<file path="src/flash_ctrl_defines.svh">
// Offsets, field positions, reset values and range bounds for the flash control bank.
// Assumes inclusion by bare name from the checker, the bank module and the bench.
`ifndef FLASH_CTRL_DEFINES_SVH
`define FLASH_CTRL_DEFINES_SVH

// ----------------------------------------
// Register offsets
// ----------------------------------------
`define OFS_MODE_CONTROL    8'h00
`define OFS_ERROR_STATUS    8'h01
`define OFS_ERASE_BLOCK     8'h02
`define OFS_POWER_CONTROL   8'h03
`define OFS_REG_ENABLE      8'h04

// ----------------------------------------
// Field positions
// ----------------------------------------
`define BIT_SW_WRITE_ENABLE 6
`define BIT_ERROR_FLAG      7
`define BIT_POWERDOWN_DIS   7
`define BIT_ACCESS_ENABLE   7
`define EBS_MSB             6

// ----------------------------------------
// Reset values
// ----------------------------------------
`define RST_BYTE            8'h00
`define RST_EBS             7'h00

// ----------------------------------------
// Erase block bounds
// ----------------------------------------
`define BLK_1K_SIZE         16'h0400
`define BLK_1K_LAST_OFS     16'h03ff
`define BLK_28K_BASE        16'h1000
`define BLK_28K_LAST        16'h7fff
`define BLK_16K_BASE        16'h8000
`define BLK_16K_LAST        16'hbfff
`define BLK_4K_BASE         16'hc000
`define BLK_4K_LAST         16'hcfff

`endif

</file>
<file path="src/flash_ctrl_pkg.sv">
// Types shared by the flash control bank and its mode capture.
// Assumes compilation before every design module.
package flash_ctrl_pkg;

    // ----------------------------------------
    // Operating mode picked at reset end
    // ----------------------------------------
    typedef enum logic [1:0] {
        MODE_USER       = 2'b00,
        MODE_BOOT       = 2'b01,
        MODE_PROGRAMMER = 2'b10,
        MODE_UNDEFINED  = 2'b11
    } op_mode_t;

    // ----------------------------------------
    // Boot sequence
    // ----------------------------------------
    typedef enum logic [1:0] {
        BOOT_IDLE  = 2'b00,
        BOOT_LOAD  = 2'b01,
        BOOT_ERASE = 2'b10,
        BOOT_EXEC  = 2'b11
    } boot_state_t;

    // ----------------------------------------
    // Mode strap pins
    // ----------------------------------------
    typedef struct packed {
        logic test_pin;
        logic nmi;
        logic port3_pin6;
        logic portb_pin0;
        logic portb_pin1;
        logic portb_pin2;
    } mode_pins_t;

    // ----------------------------------------
    // Selected erase range
    // ----------------------------------------
    typedef struct packed {
        logic        valid;
        logic [15:0] base;
        logic [15:0] last;
    } erase_range_t;

endpackage

</file>
<file path="src/flash_erase_block_power_and_mode_ctrl.sv">
// Flash control register bank: erase block select, power-down control,
// register access gate, reset-end mode pick and the boot sequence steps.
// Assumes a one-cycle strobe register port and pins synchronous to clk_in.
//
// Notes on behaviour
// - The erase block select register is held at zero from the cycle after write enable goes to 0.
// - A write leaving more than one select bit set clears the whole register.
// - Bit 7 of the erase block select register reads 0 and ignores writes.
// - Select bit 6 picks the 4 KB block from c000 to cfff.
// - Select bit 5 picks the 16 KB block from 8000 to bfff.
// - Select bit 4 picks the 28 KB block from 1000 to 7fff.
// - Select bits 0 to 3 each pick a 1 KB block at n times 400 within 0000 to 0fff.
// - With power-down disable 0 the flash powers down in subactive mode, else stays on.
// - Bits 6 to 0 of the power control and register enable registers read 0.
// - The registers at offsets 00 to 03 are reachable only while the access enable bit is 1.
// - Mode is picked from test, nmi, port 3 pin 6 and port B pins 0 to 2 at reset end.
// - Boot mode loads a program over the boot serial channel, erases all flash, runs it.
// - While write enable is 0 no erase block select bit can be set.
//
// The register offsets and the plain strobed port were decided locally.
`include "flash_ctrl_defines.svh"

module flash_erase_block_power_and_mode_ctrl (
    input  wire logic                       clk_in,           // System clock
    input  wire logic                       rst_in,           // Synchronous reset, high
    input  wire logic [7:0]                 addr_in,          // Register offset
    input  wire logic [7:0]                 wdata_in,         // Write data
    input  wire logic                       wr_in,            // Write strobe
    input  wire logic                       rd_in,            // Read strobe
    input  wire logic                       flash_error_in,   // Program/erase error level
    input  wire logic                       subactive_in,     // Chip in subactive mode
    input  wire flash_ctrl_pkg::mode_pins_t mode_pins_in,     // Strap pins
    input  wire logic                       boot_load_done_in,// Program fully received
    input  wire logic                       erase_done_in,    // Whole-flash erase finished
    output logic [7:0]                      rdata_out,        // Read data, one cycle later
    output logic [6:0]                      erase_sel_out,    // Erase block select bits
    output flash_ctrl_pkg::erase_range_t    erase_range_out,  // Selected erase range
    output logic                            sw_write_en_out,  // Write enable level
    output logic                            powerdown_out,    // Flash power-down request
    output flash_ctrl_pkg::op_mode_t        mode_out,         // Mode after reset end
    output logic                            boot_serial_en_out,// Boot serial channel on
    output logic                            erase_all_out,    // Whole-flash erase request
    output logic                            exec_program_out  // Branch to loaded program
);

    // ----------------------------------------
    // Declarations
    // ----------------------------------------
    logic                         swe_ff;
    logic                         nxt_swe;
    logic [6:0]                   ebs_ff;
    logic [6:0]                   nxt_ebs;
    logic                         pdd_ff;
    logic                         nxt_pdd;
    logic                         acc_en_ff;
    logic                         nxt_acc_en;
    logic [7:0]                   rdata_ff;
    logic [7:0]                   nxt_rdata;
    flash_ctrl_pkg::erase_range_t range_ff;
    flash_ctrl_pkg::erase_range_t nxt_range;
    logic                         pwdn_ff;
    logic                         nxt_pwdn;
    flash_ctrl_pkg::boot_state_t  boot_ff;
    flash_ctrl_pkg::boot_state_t  nxt_boot;
    logic                         serial_en_ff;
    logic                         nxt_serial_en;
    logic                         erase_all_ff;
    logic                         nxt_erase_all;
    logic                         exec_ff;
    logic                         nxt_exec;
    flash_ctrl_pkg::op_mode_t     strap_mode;
    logic                         strap_done;
    logic                         strap_done_q_ff;
    logic                         nxt_strap_done_q;
    logic                         gated_hit;
    logic                         wr_ok;
    logic                         rd_ok;

    // ----------------------------------------
    // Helper functions
    // ----------------------------------------
    function automatic logic more_than_one(input logic [6:0] v);
        more_than_one = |(v & (v - 7'h01));
    endfunction

    function automatic logic is_gated(input logic [7:0] a);
        is_gated = (a == `OFS_MODE_CONTROL) || (a == `OFS_ERROR_STATUS) ||
                   (a == `OFS_ERASE_BLOCK)  || (a == `OFS_POWER_CONTROL);
    endfunction

    function automatic flash_ctrl_pkg::erase_range_t block_range(input logic [6:0] sel);
        flash_ctrl_pkg::erase_range_t r;
        r = '0;
        r.valid = |sel;
        if (sel[6]) begin
            r.base = `BLK_4K_BASE;
            r.last = `BLK_4K_LAST;
        end else if (sel[5]) begin
            r.base = `BLK_16K_BASE;
            r.last = `BLK_16K_LAST;
        end else if (sel[4]) begin
            r.base = `BLK_28K_BASE;
            r.last = `BLK_28K_LAST;
        end else begin
            for (int n = 0; n < 4; n++) begin
                if (sel[n]) begin
                    r.base = 16'(n) * `BLK_1K_SIZE;
                    r.last = r.base + `BLK_1K_LAST_OFS;
                end
            end
        end
        block_range = r;
    endfunction

    // ----------------------------------------
    // Access gate
    // ----------------------------------------
    always_comb begin
        gated_hit = is_gated(addr_in);
        wr_ok     = wr_in && (!gated_hit || acc_en_ff);
        rd_ok     = rd_in && (!gated_hit || acc_en_ff);
    end

    // ----------------------------------------
    // Register writes
    // ----------------------------------------
    always_comb begin
        nxt_swe    = swe_ff;
        nxt_ebs    = ebs_ff;
        nxt_pdd    = pdd_ff;
        nxt_acc_en = acc_en_ff;
        if (wr_ok) begin
            case (addr_in)
                `OFS_MODE_CONTROL: begin
                    nxt_swe = wdata_in[`BIT_SW_WRITE_ENABLE];
                end
                `OFS_ERASE_BLOCK: begin
                    if (swe_ff) begin
                        nxt_ebs = wdata_in[`EBS_MSB:0];
                        if (more_than_one(nxt_ebs)) begin
                            nxt_ebs = `RST_EBS;
                        end
                    end
                end
                `OFS_POWER_CONTROL: begin
                    nxt_pdd = wdata_in[`BIT_POWERDOWN_DIS];
                end
                `OFS_REG_ENABLE: begin
                    nxt_acc_en = wdata_in[`BIT_ACCESS_ENABLE];
                end
                default: begin
                    nxt_swe = swe_ff;
                end
            endcase
        end
        if (!swe_ff) begin
            nxt_ebs = `RST_EBS;
        end
    end

    always_ff @(posedge clk_in) begin
        if (rst_in) begin
            swe_ff    <= 1'b0;
            ebs_ff    <= `RST_EBS;
            pdd_ff    <= 1'b0;
            acc_en_ff <= 1'b0;
        end else begin
            swe_ff    <= nxt_swe;
            ebs_ff    <= nxt_ebs;
            pdd_ff    <= nxt_pdd;
            acc_en_ff <= nxt_acc_en;
        end
    end

    // ----------------------------------------
    // Register reads
    // ----------------------------------------
    always_comb begin
        nxt_rdata = `RST_BYTE;
        if (rd_ok) begin
            case (addr_in)
                `OFS_MODE_CONTROL: begin
                    nxt_rdata[`BIT_SW_WRITE_ENABLE] = swe_ff;
                end
                `OFS_ERROR_STATUS: begin
                    nxt_rdata[`BIT_ERROR_FLAG] = flash_error_in;
                end
                `OFS_ERASE_BLOCK: begin
                    nxt_rdata = {1'b0, ebs_ff};
                end
                `OFS_POWER_CONTROL: begin
                    nxt_rdata[`BIT_POWERDOWN_DIS] = pdd_ff;
                end
                `OFS_REG_ENABLE: begin
                    nxt_rdata[`BIT_ACCESS_ENABLE] = acc_en_ff;
                end
                default: begin
                    nxt_rdata = `RST_BYTE;
                end
            endcase
        end
    end

    always_ff @(posedge clk_in) begin
        if (rst_in) begin
            rdata_ff <= `RST_BYTE;
        end else begin
            rdata_ff <= nxt_rdata;
        end
    end

    // ----------------------------------------
    // Erase range and power-down
    // ----------------------------------------
    always_comb begin
        nxt_range = block_range(nxt_ebs);
        nxt_pwdn  = subactive_in && !nxt_pdd;
    end

    always_ff @(posedge clk_in) begin
        if (rst_in) begin
            range_ff <= '0;
            pwdn_ff  <= 1'b0;
        end else begin
            range_ff <= nxt_range;
            pwdn_ff  <= nxt_pwdn;
        end
    end

    // ----------------------------------------
    // Mode capture at reset end
    // ----------------------------------------
    mode_strap_capture u_strap (
        .clk_in   (clk_in),
        .rst_in   (rst_in),
        .pins_in  (mode_pins_in),
        .mode_out (strap_mode),
        .done_out (strap_done)
    );

    // ----------------------------------------
    // Boot sequence
    // ----------------------------------------
    always_comb begin
        nxt_boot         = boot_ff;
        nxt_strap_done_q = strap_done;
        case (boot_ff)
            flash_ctrl_pkg::BOOT_IDLE: begin
                if (strap_done && !strap_done_q_ff &&
                    strap_mode == flash_ctrl_pkg::MODE_BOOT) begin
                    nxt_boot = flash_ctrl_pkg::BOOT_LOAD;
                end
            end
            flash_ctrl_pkg::BOOT_LOAD: begin
                if (boot_load_done_in) begin
                    nxt_boot = flash_ctrl_pkg::BOOT_ERASE;
                end
            end
            flash_ctrl_pkg::BOOT_ERASE: begin
                if (erase_done_in) begin
                    nxt_boot = flash_ctrl_pkg::BOOT_EXEC;
                end
            end
            flash_ctrl_pkg::BOOT_EXEC: begin
                nxt_boot = flash_ctrl_pkg::BOOT_EXEC;
            end
            default: begin
                nxt_boot = flash_ctrl_pkg::BOOT_IDLE;
            end
        endcase
        nxt_serial_en = (nxt_boot == flash_ctrl_pkg::BOOT_LOAD);
        nxt_erase_all = (nxt_boot == flash_ctrl_pkg::BOOT_ERASE);
        nxt_exec      = (nxt_boot == flash_ctrl_pkg::BOOT_EXEC);
    end

    always_ff @(posedge clk_in) begin
        if (rst_in) begin
            boot_ff         <= flash_ctrl_pkg::BOOT_IDLE;
            strap_done_q_ff <= 1'b0;
            serial_en_ff    <= 1'b0;
            erase_all_ff    <= 1'b0;
            exec_ff         <= 1'b0;
        end else begin
            boot_ff         <= nxt_boot;
            strap_done_q_ff <= nxt_strap_done_q;
            serial_en_ff    <= nxt_serial_en;
            erase_all_ff    <= nxt_erase_all;
            exec_ff         <= nxt_exec;
        end
    end

    // ----------------------------------------
    // Outputs
    // ----------------------------------------
    assign rdata_out          = rdata_ff;
    assign erase_sel_out      = ebs_ff;
    assign erase_range_out    = range_ff;
    assign sw_write_en_out    = swe_ff;
    assign powerdown_out      = pwdn_ff;
    assign mode_out           = strap_mode;
    assign boot_serial_en_out = serial_en_ff;
    assign erase_all_out      = erase_all_ff;
    assign exec_program_out   = exec_ff;

endmodule

</file>
<file path="src/mode_strap_capture.sv">
// Catches the mode strap pins once, in the first cycle after reset release.
// Assumes pins are synchronous to clk_in and settled before release.
module mode_strap_capture (
    input  wire logic                     clk_in,    // System clock
    input  wire logic                     rst_in,    // Synchronous reset, high
    input  wire flash_ctrl_pkg::mode_pins_t pins_in, // Strap pin levels
    output flash_ctrl_pkg::op_mode_t      mode_out,  // Captured mode
    output logic                          done_out   // Capture happened
);

    flash_ctrl_pkg::op_mode_t mode_ff;
    flash_ctrl_pkg::op_mode_t nxt_mode;
    logic                     done_ff;
    logic                     nxt_done;

    // ----------------------------------------
    // Pin table decode
    // ----------------------------------------
    function automatic flash_ctrl_pkg::op_mode_t decode_mode(
        input flash_ctrl_pkg::mode_pins_t p);
        if (!p.test_pin && p.nmi) begin
            decode_mode = flash_ctrl_pkg::MODE_USER;
        end else if (!p.test_pin && !p.nmi && p.port3_pin6) begin
            decode_mode = flash_ctrl_pkg::MODE_BOOT;
        end else if (p.test_pin && !p.portb_pin0 && !p.portb_pin1 && !p.portb_pin2) begin
            decode_mode = flash_ctrl_pkg::MODE_PROGRAMMER;
        end else begin
            decode_mode = flash_ctrl_pkg::MODE_UNDEFINED;
        end
    endfunction

    always_comb begin
        nxt_mode = mode_ff;
        nxt_done = done_ff;
        if (!done_ff) begin
            nxt_mode = decode_mode(pins_in);
            nxt_done = 1'b1;
        end
    end

    always_ff @(posedge clk_in) begin
        if (rst_in) begin
            mode_ff <= flash_ctrl_pkg::MODE_USER;
            done_ff <= 1'b0;
        end else begin
            mode_ff <= nxt_mode;
            done_ff <= nxt_done;
        end
    end

    assign mode_out = mode_ff;
    assign done_out = done_ff;

endmodule

</file>
<file path="config.mk">
export PLATFORM = sky130hd
export DESIGN_NAME = flash_erase_block_power_and_mode_ctrl
export DESIGN_NICKNAME = d
export VERILOG_FILES = /design/src/flash_ctrl_pkg.sv /design/src/flash_erase_block_power_and_mode_ctrl.sv /design/src/mode_strap_capture.sv
export VERILOG_INCLUDE_DIRS = /design/src
export SDC_FILE = /design/constraint.sdc
export NUM_CORES = 1
export LEC_CHECK = 0
export BUFFER_PORTS_ARGS = -buffer_cell sky130_fd_sc_hd__buf_2
export CAP_MARGIN = 15
export CORE_MARGIN = 5
export CORE_UTILIZATION = 47
export DETAILED_ROUTE_END_ITERATION = 16
export PLACE_DENSITY_LB_ADDON = 0.25
export SYNTH_ARGS = -nofsm -noshare
export SYNTH_HDL_FRONTEND = slang
export SYNTH_HIERARCHICAL = 1
export SYNTH_SLANG_ARGS = --single-unit
</file>
<file path="constraint.sdc">
create_clock -name clk_in -period 2 [get_ports clk_in]
set_input_delay 0.2 -clock clk_in [delete_from_list [all_inputs] [get_ports clk_in]]
set_output_delay 0.2 -clock clk_in [all_outputs]
set_load 0.005 [all_outputs]
</file>
== Word-level counts from Yosys, hierarchy flattened ==
Cells that the tools add are included.

* Output and inout port bits: 55
* Logic and storage cells: 94
* Flip-flop bits (word level): 61
* Bits of input ports: 30

* Bitwise logic cells: 3
* Equality and inequality tests: 11
* $add $sub $neg: 1
* Reductions and logical operators: 35
* Muxes and demuxes: 23

{| class="wikitable"
|+ Operators with widths
! operator !! count
|-
| 2-to-1 mux 32 bit || 6
|-
| 2-to-1 mux 7 bit || 4
|-
| OR reduction 7 bit || 3
|-
| == test 8 x 2 -> 1 bit (second input constant) || 2
|-
| logical AND 1 bit || 11
|-
| 2-to-1 mux 10 bit || 1
|-
| 2-to-1 mux 2 bit || 5
|-
| == test 2 bit (second input constant) || 4
|-
| == test 8 x 1 -> 1 bit (second input constant) || 1
|-
| == test 8 x 3 -> 1 bit (second input constant) || 1
|-
| logical NOT 1 bit || 8
|-
| logical NOT 8 bit || 1
|-
| one-hot mux 2 bit (4 select lines) || 1
|-
| bitwise AND 7 bit || 1
|-
| subtractor 7 x 1 -> 7 bit (second input constant) || 1
|-
| == test 2 x 1 -> 1 bit (second input constant) || 3
|-
| OR reduction 3 bit || 2
|-
| logical OR 1 bit || 4
|-
| 2-to-1 mux 1 bit || 4
|-
| AND reduction 2 bit || 2
|-
| OR reduction 2 bit || 2
|-
| OR reduction 4 bit || 1
|-
| one-hot mux 1 bit (3 select lines) || 1
|-
| logical NOT 2 bit || 1
|-
| 2 further kinds || 3
|}

== Longest topological paths before layout ==
* Depth in word-level cells: 16
* Depth in mapped cells: 6
* Gate-level depth less buffers: 4

== Cells and area by module ==
Netlist, hierarchy kept.

{| class="wikitable"
|+ By module, submodules not included
! module !! area each (um^2) !! sequential area each (um^2) !! instances !! cells each
|-
| flash_erase_block_power_and_mode_ctrl || 1801.7 || 700.7 || 1 || 199
|-
| mode_strap_capture || 138.9 || 60.1 || 1 || 11
|}

== Worst setup path before layout ==
OpenSTA, ideal clock, no wires.

* Kind: input-to-reg
* Start: input addr_in[3]
* End: register range_ff (netlist bit erase_range_out[10])
* Slack: 276 ps
* Data arrival time: 1650 ps
* Path buffers: 2
* Cell stages on the path: 6
* Cell sequence: or4_4 buf_6 or3_4 buf_6 a31o_1 a31oi_2

* Longest elaborated chain between the ends: 15

{| class="wikitable"
|+ Ends and longest elaborated chain
! element !! RTL line !! source
|-
| start, declared || flash_erase_block_power_and_mode_ctrl.sv:26 || <nowiki>input wire logic [7:0] addr_in,</nowiki>
|-
| == test 8 x 1 -> 1 bit or logical NOT 8 bit (tied branches) || -- ||
|-
| logical OR 1 bit (3 in a row) || flash_erase_block_power_and_mode_ctrl.sv:87 || <nowiki>is_gated = (a == `OFS_MODE_CONTROL) || (a == `OFS_ERROR_STATUS) ||</nowiki>
|-
| logical NOT 1 bit || flash_erase_block_power_and_mode_ctrl.sv:120 || <nowiki>wr_ok = wr_in && (!gated_hit || acc_en_ff);</nowiki>
|-
| logical OR 1 bit || flash_erase_block_power_and_mode_ctrl.sv:120 ||
|-
| logical AND 1 bit || flash_erase_block_power_and_mode_ctrl.sv:120 ||
|-
| 2-to-1 mux 7 bit * || flash_erase_block_power_and_mode_ctrl.sv:132 || <nowiki>if (wr_ok) begin</nowiki>
|-
| 2-to-1 mux 7 bit * || flash_erase_block_power_and_mode_ctrl.sv:156 || <nowiki>if (!swe_ff) begin</nowiki>
|-
| 2-to-1 mux 32 bit (3 in a row) || flash_erase_block_power_and_mode_ctrl.sv:106 || <nowiki>if (sel[n]) begin</nowiki>
|-
| 2-to-1 mux 32 bit || flash_erase_block_power_and_mode_ctrl.sv:101 || <nowiki>end else if (sel[4]) begin</nowiki>
|-
| 2-to-1 mux 32 bit || flash_erase_block_power_and_mode_ctrl.sv:98 || <nowiki>end else if (sel[5]) begin</nowiki>
|-
| 2-to-1 mux 32 bit * || flash_erase_block_power_and_mode_ctrl.sv:95 || <nowiki>if (sel[6]) begin</nowiki>
|-
| end signal, assigned || flash_erase_block_power_and_mode_ctrl.sv:225 || <nowiki>range_ff <= nxt_range;</nowiki>
|-
| end, declared || flash_erase_block_power_and_mode_ctrl.sv:59 || <nowiki>flash_ctrl_pkg::erase_range_t range_ff;</nowiki>
|}

Mark *: on every way between the ends. The rest lies on a longest branch, timed or not.
A chain may end at the register's enable or synchronous reset.

== Final worst setup path ==
* Start: register acc_en_ff
* End: register range_ff (netlist bit erase_range_out[10])

* Longest elaborated chain between the ends: 10

{| class="wikitable"
|+ Ends and longest elaborated chain
! element !! RTL line !! source
|-
| start, declared || flash_erase_block_power_and_mode_ctrl.sv:55 || <nowiki>logic acc_en_ff;</nowiki>
|-
| start signal, assigned || flash_erase_block_power_and_mode_ctrl.sv:171 || <nowiki>acc_en_ff <= nxt_acc_en;</nowiki>
|-
| logical OR 1 bit * || flash_erase_block_power_and_mode_ctrl.sv:120 ||
|-
| logical AND 1 bit * || flash_erase_block_power_and_mode_ctrl.sv:120 ||
|-
| 2-to-1 mux 7 bit * || flash_erase_block_power_and_mode_ctrl.sv:132 ||
|-
| 2-to-1 mux 7 bit * || flash_erase_block_power_and_mode_ctrl.sv:156 ||
|-
| 2-to-1 mux 32 bit (3 in a row) || flash_erase_block_power_and_mode_ctrl.sv:106 ||
|-
| 2-to-1 mux 32 bit || flash_erase_block_power_and_mode_ctrl.sv:101 ||
|-
| 2-to-1 mux 32 bit || flash_erase_block_power_and_mode_ctrl.sv:98 ||
|-
| 2-to-1 mux 32 bit * || flash_erase_block_power_and_mode_ctrl.sv:95 ||
|}

Marks and branches as above.

==> results.json <==
{
  "whs_path_depth": 2,
  "synthSimpleGateAreaFrac": 0.262,
  "rows": 23,
  "synth_xor_xnor_area_share": 0.0181,
  "overflow": 0,
  "ant_nets": 0,
  "synth_edf_count": 0,
  "clkSinkCount": 38,
  "dpl.hpwl_um": 3200,
  "first_pass_iters": 4,
  "critPathMaxStageDelay_ns": 0.51,
  "r2r-start": "acc_en_ff$_SDFFE_PP0P_",
  "hold_buffers": 0,
  "synth_warnings": 6,
  "synth_top_area_frac": 0.392,
  "rsz0062_at_grt": "no",
  "ys_async_sr_fraction": 0,
  "ys_seq_area_frac": 0.392,
  "final_cell_mix": "buf_2, dfxtp_1, nor2_1",
  "syn_inst": 210,
  "numCtsBuffers": 5,
  "reg2regPathDepth": 4,
  "drtIter0Drc": 67,
  "wl_per_cell_um": 12.9,
  "cap_violations": 0,
  "synth.largest_area_cell": "dfxtp_1",
  "cts_max_level": 2,
  "mostFrequentLayoutCell": "buf_2",
  "peakVddDrop_uv": 333,
  "synth_area_leaders": "dfxtp_1, buf_4, mux2i_1",
  "syn_to_final_growth_pct": 17.7,
  "synth_compound_area_frac": 0.164,
  "synthMuxAreaShare": 0.0309,
  "antenna_found_initial": 0,
  "io_pins": 85,
  "clock_skew_ns": 0.0112,
  "synth_top_family_by_area": "simple AND/OR/NAND/NOR gates",
  "fillerInstances": 378,
  "globalplace.congestion": 0.796,
  "fin_tns_setup_ns": 0,
  "critPathKind": "flip-flop to flip-flop",
  "diodes": 0,
  "die_area_mm2": 0.00551,
  "post-route-drc-count": 0,
  "end_kind": "flip-flop",
  "clk_pin_slew_ns": 0.08,
  "io_buffers": 73,
  "nNetsFinal": 298,
  "startpoint": "acc_en_ff$_SDFFE_PP0P_",
  "grt_pass1_wl_um": 6610,
  "finalMaxSlewViolations": 0,
  "slowest_stage": "or4b_4",
  "worst-path-max-fanout": 9,
  "p_per_area_mw_per_mm2": 633,
  "syn_area_mm2": 0.00194,
  "tritoncts": "done",
  "cp.arrival_ns": 1.98,
  "hp-class": "input port to flip-flop",
  "cts_resized": 0,
  "r2r_slack_ns": 0.24,
  "finalSetupViolations": 0,
  "clock_latency_ns": 0.29,
  "cts-root-buf": "clkbuf_8",
  "path_cells": "or4b_4, or3_4, a31o_1, a31oi_2",
  "die_width_um": 74.3,
  "hold_ws_ns": 0.140,
  "start_util": 0.485,
  "clk_path_buf_depth": 2,
  "grt_pass1_vias": 1459,
  "min_from": "boot_load_done_in",
  "synth_top_flop_cell": "dfxtp_1",
  "avgViaCountPerCell": 5.12,
  "max_freq_ghz": 0.568,
  "reg2reg_to": "erase_range_out[10]$_SDFF_PP0_",
  "p_leak_nw": 1.04,
  "hold_viol": 0,
  "vias": 1633,
  "min_period_ns": 1.76,
  "die_y_um": 74.3,
  "outcome": "finished clean",
  "drive_above_1_share": 0.357,
  "grt_max_degree": 18,
  "avgSynthCellArea_um2": 9.24,
  "core_area_mm2": 0.00400,
  "post_cts_buffers": 0,
  "grt_usage": 0.155,
  "whs_endpoint": "boot_serial_en_out$_SDFF_PP0_",
  "final.period_utilization": 0.880,
  "yosysUniqueCellTypes": 51,
  "cp-start-kind": "flip-flop",
  "synth-seq-cells": 38,
  "routed_wl_um": 4110,
  "cp_data_required_time_ns": 2.22,
  "synth_adder_area_share": 0
}
## layout make-up
| type | count | area [um^2] | area share |
|---|---|---|---|
| Tap cell | 50 | 62.6 | 0.0274 |
| Inverter | 3 | 11.3 | 0.00493 |
| Timing Repair Buffer | 77 | 395 | 0.173 |
| Clock inverter | 1 | 5.00 | 0.00219 |
| Clock buffer | 7 | 86.3 | 0.0378 |
| Sequential cell | 38 | 761 | 0.333 |
| Multi-Input combinational cell | 143 | 963 | 0.422 |
## report_power, final
group	internal, W	switching (W)	leakage (nW)	total [W]
registers	0.000769	0.00000863	0.308	0.000777
clock network	0.000278	0.000261	0.0482	0.000539
logic	0.0000586	0.0000714	0.684	0.000130
total	0.00111	0.000341	1.04	0.00145
## logic make-up (layout without fill, tap and decap cells)
kind of cell / after synthesis / count (layout)
AO/OA/AOI/OAI: 42 / 42
multiplexers: 6 / 6
other: 1 / 11
AND/OR/NAND/NOR: 80 / 80
flip-flops: 38 / 38
XOR/XNOR: 4 / 4
buffers and inverters: 39 / 88
## worst max-delay path, delay by kind of cell (launching register included)
family             cells  cell delay [ns]
and+or+nand+nor        2             0.96
DFF                    1             0.36
AOI/OAI and AO/OA      2             0.36
## state kept, by name, summed over array words and instances, names as in the netlist
register and flops:
boot_serial_en_out 1, pdd_ff 1, u_strap/mode_out 2, powerdown_out 1, sw_write_en_out 1, acc_en_ff 1, rdata_out 8, erase_all_out 1
erase_sel_out 6, boot_ff 2, u_strap/done_out 1, strap_done_q_ff 1, erase_range_out 11, exec_program_out 1
## worst max-delay path by stage
stage	slack, ns	end	depth (start not counted)
floorplan	0.28	erase_range_out[10]$_SDFF_PP0_	6
global placement	0.17	erase_range_out[12]$_SDFF_PP0_	5
detailed placement	0.17	erase_range_out[12]$_SDFF_PP0_	5
CTS	0.24	erase_range_out[10]$_SDFF_PP0_	4
global route	0.13	erase_range_out[12]$_SDFF_PP0_	5
finish	0.24	erase_range_out[10]$_SDFF_PP0_	4
## cell usage after synthesis (2+ instances only)
| cell type | instances |
|---|---|
| xnor2_1 | 3 |
| a211oi_1 | 4 |
| inv_1 | 3 |
| nor3_1 | 4 |
| o211ai_1 | 3 |
| nor2_1 | 16 |
| a211o_1 | 2 |
| clkbuf_1 | 8 |
| o221a_2 | 2 |
| mux2i_1 | 6 |
| nand3b_1 | 3 |
| or4_1 | 4 |
| o41ai_2 | 2 |
| buf_6 | 2 |
| nand2b_1 | 4 |
| buf_2 | 2 |
| dfxtp_1 | 38 |
| nor4_1 | 3 |
| a21oi_1 | 9 |
| o21ai_0 | 10 |
| nor2b_1 | 6 |
| and2_1 | 6 |
| nand2_1 | 9 |
| nor4b_1 | 4 |
| nand3_1 | 5 |
| buf_4 | 24 |
| or3_1 | 3 |
| nand4b_1 | 2 |
## per-stage QoR
| step | cell area (um^2) | utilization | std cells | total power (W) | worst slack (ns) |
|---|---|---|---|---|---|
| 2_1_floorplan | 1980 | - | 220 | 0.000887 | 0.276 |
| 3_3_place_gp | 2190 | 0.548 | 311 | 0.000923 | 0.165 |
| 3_5_place_dp | 2190 | 0.548 | 311 | 0.000925 | 0.168 |
| 4_1_cts | 2280 | 0.571 | 319 | 0.00145 | 0.239 |
| 5_1_grt | 2280 | 0.571 | 319 | 0.00151 | 0.131 |
| 6_report | 2280 | 0.571 | 319 | 0.00145 | 0.239 |
## metal layers
| layer | track usage | share of wire |
|---|---|---|
| met3 | 0.0459 | 0.098 |
| met5 | 0 | 0 |
| met4 | 0.0534 | 0.015 |
| met1 | 0.198 | 0.43 |
| met2 | 0.250 | 0.45 |
No activity file was read; power rests on OpenSTA's default activity.
